[config.mk]
export PLATFORM = sky130hd
export DESIGN_NAME = capseq_dev_flat
export DESIGN_NICKNAME = d
export VERILOG_FILES = /design/src/inc/capseq_pkg.sv /design/src/inc/capseq_if.sv /design/src/rtl/capseq_dev.sv /design/src/flat_wrapper.sv
export VERILOG_INCLUDE_DIRS = /design/src /design/src/inc
export SDC_FILE = /design/constraint.sdc
export NUM_CORES = 1
export LEC_CHECK = 0
export ABC_AREA = 0
export BUFFER_PORTS_ARGS = -buffer_cell sky130_fd_sc_hd__buf_4
export CORE_MARGIN = 3
export CORE_UTILIZATION = 30
export CTS_BUF_LIST = sky130_fd_sc_hd__clkbuf_8 sky130_fd_sc_hd__clkbuf_16
export CTS_CLUSTER_DIAMETER = 60
export CTS_CLUSTER_SIZE = 10
export DETAILED_ROUTE_END_ITERATION = 10
export PLACE_DENSITY_LB_ADDON = 0.08
export SYNTH_ARGS = -nofsm -noshare
export SYNTH_HDL_FRONTEND = slang
export SYNTH_SLANG_ARGS = --single-unit
[constraint.sdc]
create_clock -name clk -period 6.82 [get_ports clk]
set_input_delay 0.341 -clock clk [delete_from_list [all_inputs] [get_ports clk]]
set_output_delay 0.341 -clock clk [all_outputs]
set_load 0.02 [all_outputs]
[src/inc/capseq_defs.svh]
// Constants shared by both ends of the capture sequencer link.
`ifndef CAPSEQ_DEFS_SVH
`define CAPSEQ_DEFS_SVH
`define PRV_DIM 6'd24
`define FULL_DIM 6'd48
`define ZONES 3'd5
`define BLANK_CYC 6'd40
`define SNAP_MAX_FRAMES 4'd10
`define DIV_STEPS 5'd22
`define EXP_T_RST 8'd100
`define EXP_T_MIN 8'd4
`define EXP_T_MAX 8'd200
`define AE_T_STEP 8'd4
`define AGAIN_RST 4'd1
`define AGAIN_MAX 4'd15
`define DGAIN_UNITY 5'h10
`define DGAIN_MAX 5'h1f
`define TARGET_RST 8'h80
`define THRESH_RST 8'h08
`define SPEED_RST 2'd2
`define SETTLE_RST 4'd3
`define W_CTR 3'd4
`define W_MID 3'd2
`define W_ONE 3'd1
`define A_CMD 8'h00
`define A_STAT 8'h04
`define A_RIDX 8'h08
`define A_RDAT 8'h0c
`define CMD_OP_LSB 16
`define RING_AW 3
`endif

[src/inc/capseq_pkg.sv]
// Types shared by both ends of the capture sequencer link.
package capseq_pkg;
    typedef enum logic [2:0] {OP_CTX, OP_TARGET, OP_THRESH, OP_SPEED, OP_CAPCFG, OP_WINDOW,
        OP_WEIGHT, OP_FLASH} cmd_op_t;
    typedef enum logic [1:0] {CAP_SNAP, CAP_VIDEO, CAP_BATCH} cap_mode_t;
    typedef enum logic [1:0] {WM_FLAT, WM_CENTRE, WM_EDGE} weight_mode_t;
    typedef enum {SQ_PREVIEW, SQ_SETTLE, SQ_CAPTURE, SQ_VIDEO, SQ_BATCH} seq_state_t;
    typedef enum {AE_ACC, AE_DIV, AE_UPD} ae_phase_t;
endpackage

[src/inc/capseq_if.sv]
// Command and pixel link between host controller and sensor sequencer.
`timescale 1ns/100ps
interface capseq_if;
    logic cmd_valid;
    capseq_pkg::cmd_op_t cmd_op;
    logic [15:0] cmd_data;
    logic cmd_ack;
    logic fs;
    logic pvalid;
    logic [7:0] pdata;
    logic ctx_b;
    modport dev (input cmd_valid, input cmd_op, input cmd_data, output cmd_ack,
        output fs, output pvalid, output pdata, output ctx_b);
    modport host (output cmd_valid, output cmd_op, output cmd_data, input cmd_ack,
        input fs, input pvalid, input pdata, input ctx_b);
endinterface

[src/rtl/capseq_dev.sv]
// Sensor end: context sequencer, frame generator and exposure control.
//
// Notes on behaviour
// - Host requests snapshot by context change command.
// - LED flash on, exposure settles, then capture.
// - Capture frames at set size, xenon strobes.
// - Return to preview alone after last frame.
// - Snapshot sequence lasts at most ten frames.
// - Host sets capture settings before video command.
// - Video applies new settings, streams without gap.
// - Another context change leaves video to preview.
// - Host keeps batch frames in ring buffer.
// - Exposure adjusts time, analog and digital gain.
// - Statistics over five by five zone grid.
// - Brightness tracks target via gain and time.
// - Zone weighting selectable, window offset movable.
// - Exposure runs in preview, optionally in video.
// - Backlight mode weights centre zones higher.
// - Time filter, speed and threshold controls.
// - Host may reprogram parameters, defaults otherwise.
// - Context changes travel as commands on link.
// - Preview is small, fast, fully automatic.
`timescale 1ns/100ps
`include "capseq_defs.svh"
module capseq_dev (
    input wire logic clk,
    input wire logic rst,
    capseq_if.dev lnk,
    input wire logic [7:0] sensor_luma,
    output logic sensor_read,
    output logic led_flash,
    output logic xenon_strobe,
    output logic [7:0] exp_time,
    output logic [3:0] analog_gain,
    output logic [4:0] digital_gain,
    output logic seq_busy
);
    import capseq_pkg::*;

    // Returns {inside, zone index} for one axis of the statistics window.
    function automatic logic [3:0] zone_of(input logic [5:0] pos, input logic [2:0] off,
        input logic full);
        logic [5:0] rel;
        logic [5:0] z;
        rel = pos - {3'b000, off};
        z = full ? (rel >> 3) : (rel >> 2);
        zone_of = {(pos >= {3'b000, off}) && (z < {3'b000, `ZONES}), z[2:0]};
    endfunction

    function automatic logic [2:0] weight_of(input weight_mode_t m, input logic [2:0] c,
        input logic [2:0] r);
        logic edge_z;
        logic ctr;
        edge_z = (c == 3'd0) || (c == 3'd4) || (r == 3'd0) || (r == 3'd4);
        ctr = (c == 3'd2) && (r == 3'd2);
        if (m == WM_CENTRE)
            weight_of = ctr ? `W_CTR : (edge_z ? `W_ONE : `W_MID);
        else if (m == WM_EDGE)
            weight_of = edge_z ? `W_MID : `W_ONE;
        else
            weight_of = `W_ONE;
    endfunction

    // Configuration written by the host.
    logic [7:0] target_q, target_d, thresh_q, thresh_d;
    logic [1:0] speed_q, speed_d;
    logic [7:0] capcfg_q, capcfg_d, act_cap_q, act_cap_d;
    logic [5:0] win_q, win_d;
    weight_mode_t wmode_q, wmode_d;
    logic [6:0] flash_q, flash_d;
    logic ack_q, ack_d;
    logic accept;
    logic ctx_cmd;

    assign accept = lnk.cmd_valid && !ack_q;
    assign ctx_cmd = accept && (lnk.cmd_op == OP_CTX);

    always_comb
    begin
        target_d = target_q;
        thresh_d = thresh_q;
        speed_d = speed_q;
        capcfg_d = capcfg_q;
        win_d = win_q;
        wmode_d = wmode_q;
        flash_d = flash_q;
        ack_d = accept;
        if (accept)
        begin
            unique case (lnk.cmd_op)
                OP_TARGET: target_d = lnk.cmd_data[7:0];
                OP_THRESH: thresh_d = lnk.cmd_data[7:0];
                OP_SPEED: speed_d = lnk.cmd_data[1:0];
                OP_CAPCFG: capcfg_d = lnk.cmd_data[7:0];
                OP_WINDOW: win_d = lnk.cmd_data[5:0];
                OP_WEIGHT: wmode_d = weight_mode_t'(lnk.cmd_data[1:0]);
                OP_FLASH: flash_d = lnk.cmd_data[6:0];
                OP_CTX: ack_d = 1'b1;
            endcase
        end
    end

    always_ff @(posedge clk or posedge rst)
    begin
        if (rst)
        begin
            target_q <= `TARGET_RST;
            thresh_q <= `THRESH_RST;
            speed_q <= `SPEED_RST;
            capcfg_q <= 8'h00;
            win_q <= 6'h00;
            wmode_q <= WM_CENTRE;
            flash_q <= {`SETTLE_RST, 3'b000};
            ack_q <= 1'b0;
        end
        else
        begin
            target_q <= target_d;
            thresh_q <= thresh_d;
            speed_q <= speed_d;
            capcfg_q <= capcfg_d;
            win_q <= win_d;
            wmode_q <= wmode_d;
            flash_q <= flash_d;
            ack_q <= ack_d;
        end
    end

    // Frame generator signals used by the sequencer and exposure control.
    logic active_q, active_d;
    logic [5:0] px_q, px_d, py_q, py_d, bl_q, bl_d;
    logic full_q, full_d;
    logic fb;
    logic eof;
    logic [5:0] dim;
    assign dim = full_q ? `FULL_DIM : `PRV_DIM;
    assign fb = !active_q && (bl_q == `BLANK_CYC - 6'd1);
    assign eof = active_q && (px_q == dim - 6'd1) && (py_q == dim - 6'd1);

    // Sequencer.
    seq_state_t seq_q, seq_d;
    logic [3:0] fcnt_q, fcnt_d, seqf_q, seqf_d;
    logic flash_use;
    assign flash_use = flash_q[2];

    always_comb
    begin
        seq_d = seq_q;
        fcnt_d = fcnt_q;
        seqf_d = (fb && seq_q != SQ_PREVIEW) ? seqf_q + 4'd1 : seqf_q;
        act_cap_d = act_cap_q;
        unique case (seq_q)
            SQ_PREVIEW:
                if (ctx_cmd)
                begin
                    act_cap_d = capcfg_q;
                    fcnt_d = 4'd0;
                    seqf_d = 4'd0;
                    if (capcfg_q[1:0] == CAP_VIDEO)
                        seq_d = SQ_VIDEO;
                    else if (capcfg_q[1:0] == CAP_BATCH)
                        seq_d = SQ_BATCH;
                    else if (flash_q[0] && flash_use)
                        seq_d = SQ_SETTLE;
                    else
                        seq_d = SQ_CAPTURE;
                end
            SQ_SETTLE:
                if (fb)
                begin
                    fcnt_d = fcnt_q + 4'd1;
                    // The frame started here is already the first capture frame.
                    if (fcnt_q >= flash_q[6:3] || seqf_q + 4'd1 >= `SNAP_MAX_FRAMES - 4'd2)
                    begin
                        seq_d = SQ_CAPTURE;
                        fcnt_d = 4'd1;
                    end
                end
            SQ_CAPTURE:
                if (fb)
                begin
                    fcnt_d = fcnt_q + 4'd1;
                    if ((fcnt_q >= act_cap_q[5:2] && fcnt_q != 4'd0)
                        || seqf_q + 4'd1 >= `SNAP_MAX_FRAMES)
                        seq_d = SQ_PREVIEW;
                end
            SQ_VIDEO, SQ_BATCH:
                if (ctx_cmd)
                    seq_d = SQ_PREVIEW;
        endcase
    end

    always_ff @(posedge clk or posedge rst)
    begin
        if (rst)
        begin
            seq_q <= SQ_PREVIEW;
            fcnt_q <= 4'd0;
            seqf_q <= 4'd0;
            act_cap_q <= 8'h00;
        end
        else
        begin
            seq_q <= seq_d;
            fcnt_q <= fcnt_d;
            seqf_q <= seqf_d;
            act_cap_q <= act_cap_d;
        end
    end

    // Exposure control.
    ae_phase_t ph_q, ph_d;
    logic [21:0] sum_q, sum_d, quo_q, quo_d;
    logic [12:0] wsum_q, wsum_d, den_q, den_d;
    logic [13:0] rem_q, rem_d, rem_s;
    logic [4:0] dcnt_q, dcnt_d;
    logic [7:0] filt_q, filt_d, pt_q, pt_d;
    logic [3:0] pa_q, pa_d;
    logic [4:0] pg_q, pg_d;
    logic [3:0] zx, zy;
    logic [2:0] w;
    logic [7:0] avg;
    logic signed [9:0] err, step;
    logic ae_run;
    logic [7:0] filt_n;
    assign zx = zone_of(px_q, win_q[2:0], full_q);
    assign zy = zone_of(py_q, win_q[5:3], full_q);
    assign w = weight_of(wmode_q, zx[2:0], zy[2:0]);
    assign rem_s = {rem_q[12:0], quo_q[21]};
    assign avg = (quo_q[21:8] != 14'd0) ? 8'hff : quo_q[7:0];
    assign ae_run = (seq_q == SQ_PREVIEW) || (seq_q == SQ_SETTLE)
        || (seq_q == SQ_VIDEO && act_cap_q[7]);
    assign step = $signed({2'b00, avg}) - $signed({2'b00, filt_q});
    assign filt_n = filt_q + 8'((step >>> speed_q));
    assign err = $signed({2'b00, filt_n}) - $signed({2'b00, target_q});

    always_comb
    begin
        ph_d = ph_q;
        sum_d = sum_q;
        wsum_d = wsum_q;
        quo_d = quo_q;
        rem_d = rem_q;
        den_d = den_q;
        dcnt_d = dcnt_q;
        filt_d = filt_q;
        pt_d = pt_q;
        pa_d = pa_q;
        pg_d = pg_q;
        if (active_q && zx[3] && zy[3])
        begin
            sum_d = sum_q + {11'd0, 11'(sensor_luma) * 11'(w)};
            wsum_d = wsum_q + {10'd0, w};
        end
        unique case (ph_q)
            AE_ACC:
                if (eof)
                begin
                    ph_d = AE_DIV;
                    quo_d = sum_d;
                    den_d = wsum_d;
                    rem_d = 14'd0;
                    dcnt_d = `DIV_STEPS;
                    sum_d = 22'd0;
                    wsum_d = 13'd0;
                end
            AE_DIV:
            begin
                if (rem_s >= {1'b0, den_q})
                begin
                    rem_d = rem_s - {1'b0, den_q};
                    quo_d = {quo_q[20:0], 1'b1};
                end
                else
                begin
                    rem_d = rem_s;
                    quo_d = {quo_q[20:0], 1'b0};
                end
                dcnt_d = dcnt_q - 5'd1;
                if (dcnt_q == 5'd1)
                    ph_d = AE_UPD;
            end
            AE_UPD:
            begin
                ph_d = AE_ACC;
                if (ae_run && den_q != 13'd0)
                begin
                    filt_d = filt_n;
                    if (err > $signed({2'b00, thresh_q}))
                    begin
                        if (pg_q > `DGAIN_UNITY)
                            pg_d = pg_q - 5'd1;
                        else if (pa_q > `AGAIN_RST)
                            pa_d = pa_q - 4'd1;
                        else if (pt_q >= `EXP_T_MIN + `AE_T_STEP)
                            pt_d = pt_q - `AE_T_STEP;
                    end
                    else if (err < -$signed({2'b00, thresh_q}))
                    begin
                        if (pt_q <= `EXP_T_MAX - `AE_T_STEP)
                            pt_d = pt_q + `AE_T_STEP;
                        else if (pa_q < `AGAIN_MAX)
                            pa_d = pa_q + 4'd1;
                        else if (pg_q < `DGAIN_MAX)
                            pg_d = pg_q + 5'd1;
                    end
                end
            end
        endcase
    end

    always_ff @(posedge clk or posedge rst)
    begin
        if (rst)
        begin
            ph_q <= AE_ACC;
            sum_q <= 22'd0;
            wsum_q <= 13'd0;
            quo_q <= 22'd0;
            rem_q <= 14'd0;
            den_q <= 13'd0;
            dcnt_q <= 5'd0;
            filt_q <= `TARGET_RST;
            pt_q <= `EXP_T_RST;
            pa_q <= `AGAIN_RST;
            pg_q <= `DGAIN_UNITY;
        end
        else
        begin
            ph_q <= ph_d;
            sum_q <= sum_d;
            wsum_q <= wsum_d;
            quo_q <= quo_d;
            rem_q <= rem_d;
            den_q <= den_d;
            dcnt_q <= dcnt_d;
            filt_q <= filt_d;
            pt_q <= pt_d;
            pa_q <= pa_d;
            pg_q <= pg_d;
        end
    end

    // Frame generator and registered outputs.
    logic fs_d, pv_d, ctx_d, led_d, xen_d;
    logic [7:0] pd_d, et_d;
    logic [3:0] ag_d;
    logic [4:0] dg_d;
    logic [12:0] prod;
    logic is_b;
    logic first_px;
    assign is_b = (seq_d == SQ_CAPTURE) || (seq_d == SQ_VIDEO) || (seq_d == SQ_BATCH);
    assign first_px = active_q && px_q == 6'd0 && py_q == 6'd0;
    // The first pixel already uses the gain that its frame starts with.
    assign prod = sensor_luma * (first_px ? pg_q : digital_gain);

    always_comb
    begin
        active_d = active_q;
        px_d = px_q;
        py_d = py_q;
        bl_d = bl_q;
        full_d = full_q;
        ctx_d = lnk.ctx_b;
        et_d = exp_time;
        ag_d = analog_gain;
        dg_d = digital_gain;
        fs_d = first_px;
        pv_d = active_q;
        pd_d = (prod[12:4] > 9'h0ff) ? 8'hff : prod[11:4];
        led_d = (seq_q == SQ_SETTLE) || (seq_q == SQ_CAPTURE && flash_q[0] && flash_use);
        xen_d = lnk.ctx_b && seq_q == SQ_CAPTURE && flash_q[1] && flash_use;
        if (active_q)
        begin
            px_d = px_q + 6'd1;
            if (px_q == dim - 6'd1)
            begin
                px_d = 6'd0;
                py_d = py_q + 6'd1;
                if (py_q == dim - 6'd1)
                begin
                    active_d = 1'b0;
                    bl_d = 6'd0;
                end
            end
        end
        else if (fb)
        begin
            active_d = 1'b1;
            px_d = 6'd0;
            py_d = 6'd0;
            full_d = is_b && act_cap_d[6];
        end
        else
            bl_d = bl_q + 6'd1;
        // Context and exposure outputs move together with the frame start pulse.
        if (first_px)
        begin
            ctx_d = (seq_q == SQ_CAPTURE) || (seq_q == SQ_VIDEO) || (seq_q == SQ_BATCH);
            et_d = pt_q;
            ag_d = pa_q;
            dg_d = pg_q;
        end
    end

    always_ff @(posedge clk or posedge rst)
    begin
        if (rst)
        begin
            active_q <= 1'b0;
            px_q <= 6'd0;
            py_q <= 6'd0;
            bl_q <= 6'd0;
            full_q <= 1'b0;
            lnk.ctx_b <= 1'b0;
            lnk.fs <= 1'b0;
            lnk.pvalid <= 1'b0;
            lnk.pdata <= 8'h00;
            lnk.cmd_ack <= 1'b0;
            led_flash <= 1'b0;
            xenon_strobe <= 1'b0;
            exp_time <= `EXP_T_RST;
            analog_gain <= `AGAIN_RST;
            digital_gain <= `DGAIN_UNITY;
            seq_busy <= 1'b0;
        end
        else
        begin
            active_q <= active_d;
            px_q <= px_d;
            py_q <= py_d;
            bl_q <= bl_d;
            full_q <= full_d;
            lnk.ctx_b <= ctx_d;
            lnk.fs <= fs_d;
            lnk.pvalid <= pv_d;
            lnk.pdata <= pd_d;
            lnk.cmd_ack <= ack_d;
            led_flash <= led_d;
            xenon_strobe <= xen_d;
            exp_time <= et_d;
            analog_gain <= ag_d;
            digital_gain <= dg_d;
            seq_busy <= seq_d != SQ_PREVIEW;
        end
    end
    assign sensor_read = active_q;
endmodule

[src/flat_wrapper.sv]
// flat-port wrapper written by rule: the top's interface ports become plain ports
module capseq_dev_flat import capseq_pkg::*;
  (clk, rst, sensor_luma, sensor_read, led_flash, xenon_strobe, exp_time, analog_gain, digital_gain, seq_busy, lnk_cmd_valid, lnk_cmd_op, lnk_cmd_data, lnk_cmd_ack, lnk_fs, lnk_pvalid, lnk_pdata, lnk_ctx_b);
  capseq_if lnk_i ();
  input wire logic clk;
  input wire logic rst;
  input wire logic [7:0] sensor_luma;
  output logic sensor_read;
  output logic led_flash;
  output logic xenon_strobe;
  output logic [7:0] exp_time;
  output logic [3:0] analog_gain;
  output logic [4:0] digital_gain;
  output logic seq_busy;
  input wire logic [$bits(lnk_i.cmd_valid)-1:0] lnk_cmd_valid;
  input wire logic [$bits(lnk_i.cmd_op)-1:0] lnk_cmd_op;
  input wire logic [$bits(lnk_i.cmd_data)-1:0] lnk_cmd_data;
  output wire logic [$bits(lnk_i.cmd_ack)-1:0] lnk_cmd_ack;
  output wire logic [$bits(lnk_i.fs)-1:0] lnk_fs;
  output wire logic [$bits(lnk_i.pvalid)-1:0] lnk_pvalid;
  output wire logic [$bits(lnk_i.pdata)-1:0] lnk_pdata;
  output wire logic [$bits(lnk_i.ctx_b)-1:0] lnk_ctx_b;
  assign lnk_i.cmd_valid = lnk_cmd_valid;
  assign lnk_i.cmd_op = lnk_cmd_op;
  assign lnk_i.cmd_data = lnk_cmd_data;
  assign lnk_cmd_ack = lnk_i.cmd_ack;
  assign lnk_fs = lnk_i.fs;
  assign lnk_pvalid = lnk_i.pvalid;
  assign lnk_pdata = lnk_i.pdata;
  assign lnk_ctx_b = lnk_i.ctx_b;
  capseq_dev u_core (.clk(clk), .rst(rst), .lnk(lnk_i), .sensor_luma(sensor_luma), .sensor_read(sensor_read), .led_flash(led_flash), .xenon_strobe(xenon_strobe), .exp_time(exp_time), .analog_gain(analog_gain), .digital_gain(digital_gain), .seq_busy(seq_busy));
endmodule
==> summary.txt <==
STA
  • Unrepaired setup endpoints after global routing: true
  • Worst Tran Pin Value: 1171 ps
  • Final period util: 1.023
  • Max Slew Vio Count: 0
  • Setup ws final: -159.7 ps
  • Clock Skew: 15.36 ps
  • Fmax: 143.3 MHz
  • Slew HR: 0.2190
  • Final min period: 6980 ps
  • Setup Viol. Count Final: 14
  • Setup TNS: -1278 ps
  • Final Hold Viols: 0

Synth
  • Post-synthesis mux area share: 0.06016
  • Main combinational cell family by area after synthesis: simple AND/OR/NAND/NOR gates
  • Synthesized area: 16060 um^2
  • Netlist cell types: 88
  • Syn Inst Count: 1674
  • Synth Area in Adders: 0.1428
  • Syn. warnings: 0
  • Post-synthesis async set-or-reset flop share: 1.000
  • Simple-gate share of the synthesized area: 0.1831
  • Synth Area in Compound Gates: 0.1282
  • Number of synthesized flops with an enable pin: 0
  • Post-synthesis register bit count: 250
  • Top FF cell, synth: dfrtp_1
  • Seq/Total Area, Yosys: 0.3910
  • Avg Inst Size Synth: 9.591 um^2
  • Synth Area in XOR/XNOR: 0.04964

Clock tree
  • Clock transition time at the flip-flop clock pins of the worst setup and hold paths: 60 ps
  • Clock root buffer: clkbuf_16
  • CTS tree: yes
  • Post-CTS Hold Fix Bufs: 0
  • CTS Sinks: 250
  • Clk buf depth: 3
  • Total CTS buffers: 36
  • H-tree depth: 2
  • Clock Latency Late Sink: 530 ps

GRT
  • Gr ovfl total: 0
  • Pin count of the biggest net entering global routing: 124
  • Global-route wire length before repair: 66.33 mm
  • Total GRT Usage: 0.1437
  • Antenna violations before repair: 0
  • Number of global-route vias before repair: 12521

Route
  • Detail Route Antenna Nets: 0
  • Wire per inst: 15.79 um
  • DRT iter0 DRCs: 562
  • # DRC: 0
  • Via count: 12132
  • Vias/cell: 4.832
  • Post-Route WL: 39.64 mm
  • First-pass iteration count of the detailed router: 5

Cells and area
  • Commonest non-fill, non-tap cells in the layout: 233 x dfrtp_1, 171 x nand2_1, 139 x inv_1
  • Final #Nets: 1992
  • Commonest non-fill, non-tap cell in the layout: dfrtp_1
  • Area of the multi-input gates: 9392 um^2
  • Sequential Area: 6277 um^2
  • Final core utilization: 0.3636
  • Fill count: 5357
  • Area Overhead vs Synth: 19.48%
  • Share of cells above drive strength 1: 0.1920
  • Finished Layout Cells: 2511
  • Ant diodes: 0

Power
  • Pleak: 0.008988 uW
  • Internal power: 3452 uW
  • Switching part of the total: 0.3314
  • Flop pwr share: 0.338
  • Combinational group share of total power: 0.333
  • Clk pwr share: 0.329
  • VDD IR max: 0.1316 mV
  • Power Density: 269.2 nW/um^2
  • Psw: 1711 uW
  • Tot Pwr: 5164 uW

Critical path
  • Worst path max stage delay: 600 ps
  • Most frequent CP cell: buf_4
  • Startpoint Class: flop
  • Arrival time of the worst setup path: 7430 ps
  • CP max FO: 6
  • Worst Path Required: 7270 ps
  • Crit path max-delay cell type: or4_4
  • CP Capture Type: flop
  • Worst setup path category: flop to flop

Place
  • Hpwl dp: 28.29 mm
  • IO Port Bufs: 52
  • Placer congestion estimate: 0.7719
  • Total placed cells including tap cells: 2434
  • Pre-CTS setup slack: -562.0 ps

Job
  • Max cap viols: 0

Outcome
  • Status: finished with violations
  • Failing checks: negative setup slack

Floorplan
  • Io pins: 63
  • Placeable Area: 52760 um^2
  • Row cnt: 84
  • Height of the die: 237.3 um
  • Die area: 56330 um^2
  • Die span in x: 237.3 um
  • Initial Utilization: 0.3043

Worst hold path
  • Hold Crit Class: input pin to asynchronous set/reset pin
[stage by stage]
| step | hold WS [ps] | cell area (um^2) |
|---|---|---|
| global placement | 441.2 | 17640 |
| global route | 69.45 | 19180 |
| detailed placement | 447.3 | 17640 |
| finish | 27.27 | 19180 |
| CTS | 26.22 | 18950 |
| floorplan | 449.8 | 16080 |
[sequential cells by signal, indices dropped and copies added (netlist names), 7 cells and up]
name	flops
u_core.sum_q	22
u_core.wsum_q	13
u_core.thresh_q	8
u_core.flash_q	7
u_core.lnk.pdata	8
u_core.seq_q	32
u_core.capcfg_q	8
u_core.quo_q	22
u_core.rem_q	13
u_core.filt_q	8
u_core.den_q	13
u_core.target_q	8
[per-layer routing]
layer / part of all wire / GRT usage
met1: 0.49 / 0.1967
met3: 0.027 / 0.02158
met5: 0 / 0
met4: 0.026 / 0.04646
met2: 0.46 / 0.2344
[area by class of cell]
type,count,share of cell area
clock buffers,39,0.04970
multi-input cells,1243,0.4896
clock inverters,21,0.006001
inverters,130,0.02563
flip-flops and latches,250,0.3272
well taps,688,0.04487
repair buffers,140,0.05701
[kinds of logic after synthesis]
family          Yosys count
other cells               1
mux                      89
fa+ha+maj               161
simple gates            569
compound gates          331
flops                   250
buf+inv                 182
xor+xnor                 91
[synthesized netlist by cell type (5+ instances only)]
library cell    n  area [um^2]
fa_1           37        740.7
nand4_1        15        93.84
buf_2           9        45.04
nor2_1        100        375.4
inv_1         129        484.2
dfstp_2        17        446.7
nand3_1        25        125.1
mux2i_1        35        350.3
o22ai_1        18        112.6
nand2b_1       22        137.6
mux2_2         52        585.6
buf_1           5        18.77
or3_1          12        75.07
o21ai_0       127        635.6
clkbuf_1       32        120.1
nor2b_1        29        181.4
nor4_1         19        118.9
dfrtp_1       233         5831
nand4b_1        6        52.55
nand2_1       174        653.1
nand3b_1        7        52.55
a22oi_1        12        90.09
nor3_1         40        200.2
xnor2_1        54        473.0
or2_2          14        87.58
o211ai_1        8        60.06
ha_1          124         1551
xor2_1         37        324.1
a21oi_1        64        320.3
o21bai_1        8        60.06
a31oi_1         9        56.30
and2_1         57        356.6
o21a_1         15        112.6
a21o_1         16        120.1
o31ai_1         7        52.55
nor3b_1        10        75.07
and3_1         13        81.33
[critical path, delay by kind of cell (launching register included)]
family / cells / cell delay (ps)
xor gates and xnor gates: 4 / 590
DFF: 1 / 390
AOI/OAI and AO/OA: 8 / 1410
adders and majority gates: 4 / 1110
muxes: 2 / 370
buffers and inverters: 6 / 880
and+or+nand+nor: 9 / 2130
[repair_timing]
item                                    4_1_cts  5_1_grt
pin swaps                                    38       51
resized for setup                            36       44
endpoints found under the setup margin       15       15
buffers inserted                             12        5
[path summary, 6_finish.rpt]
kind                                                 from                        endpoint  slack, ps  cells past startpoint
setup / recovery              u_core.quo_q[8]$_DFFE_PP0P_      u_core.pt_q[5]$_DFFE_PP1P_       -160                     33
hold / removal                                        rst      u_core.py_q[0]$_DFFE_PP0P_         30                      3
setup reg to reg              u_core.quo_q[8]$_DFFE_PP0P_      u_core.pt_q[5]$_DFFE_PP1P_       -160                     33
hold reg to reg            u_core.exp_time[2]$_DFFE_PP1P_  u_core.exp_time[2]$_DFFE_PP1P_        450                      2
max in group asynchronous                             rst      u_core.wsum_q[7]$_DFF_PP0_       5440                      4
min in group clk                          lnk_cmd_data[6]   u_core.flash_q[6]$_DFFE_PP0P_         90                      3
[power by group through the flow]
stage               sequential, uW  clock (uW)  combinational (uW)
global placement              1770           0                1540
floorplan                     1730           0                1150
global route                  1760        1830                1960
finish                        1740        1700                1720
detailed placement            1770           0                1560
CTS                           1740        1780                1650
No activity file was read; power rests on OpenSTA's default activity.
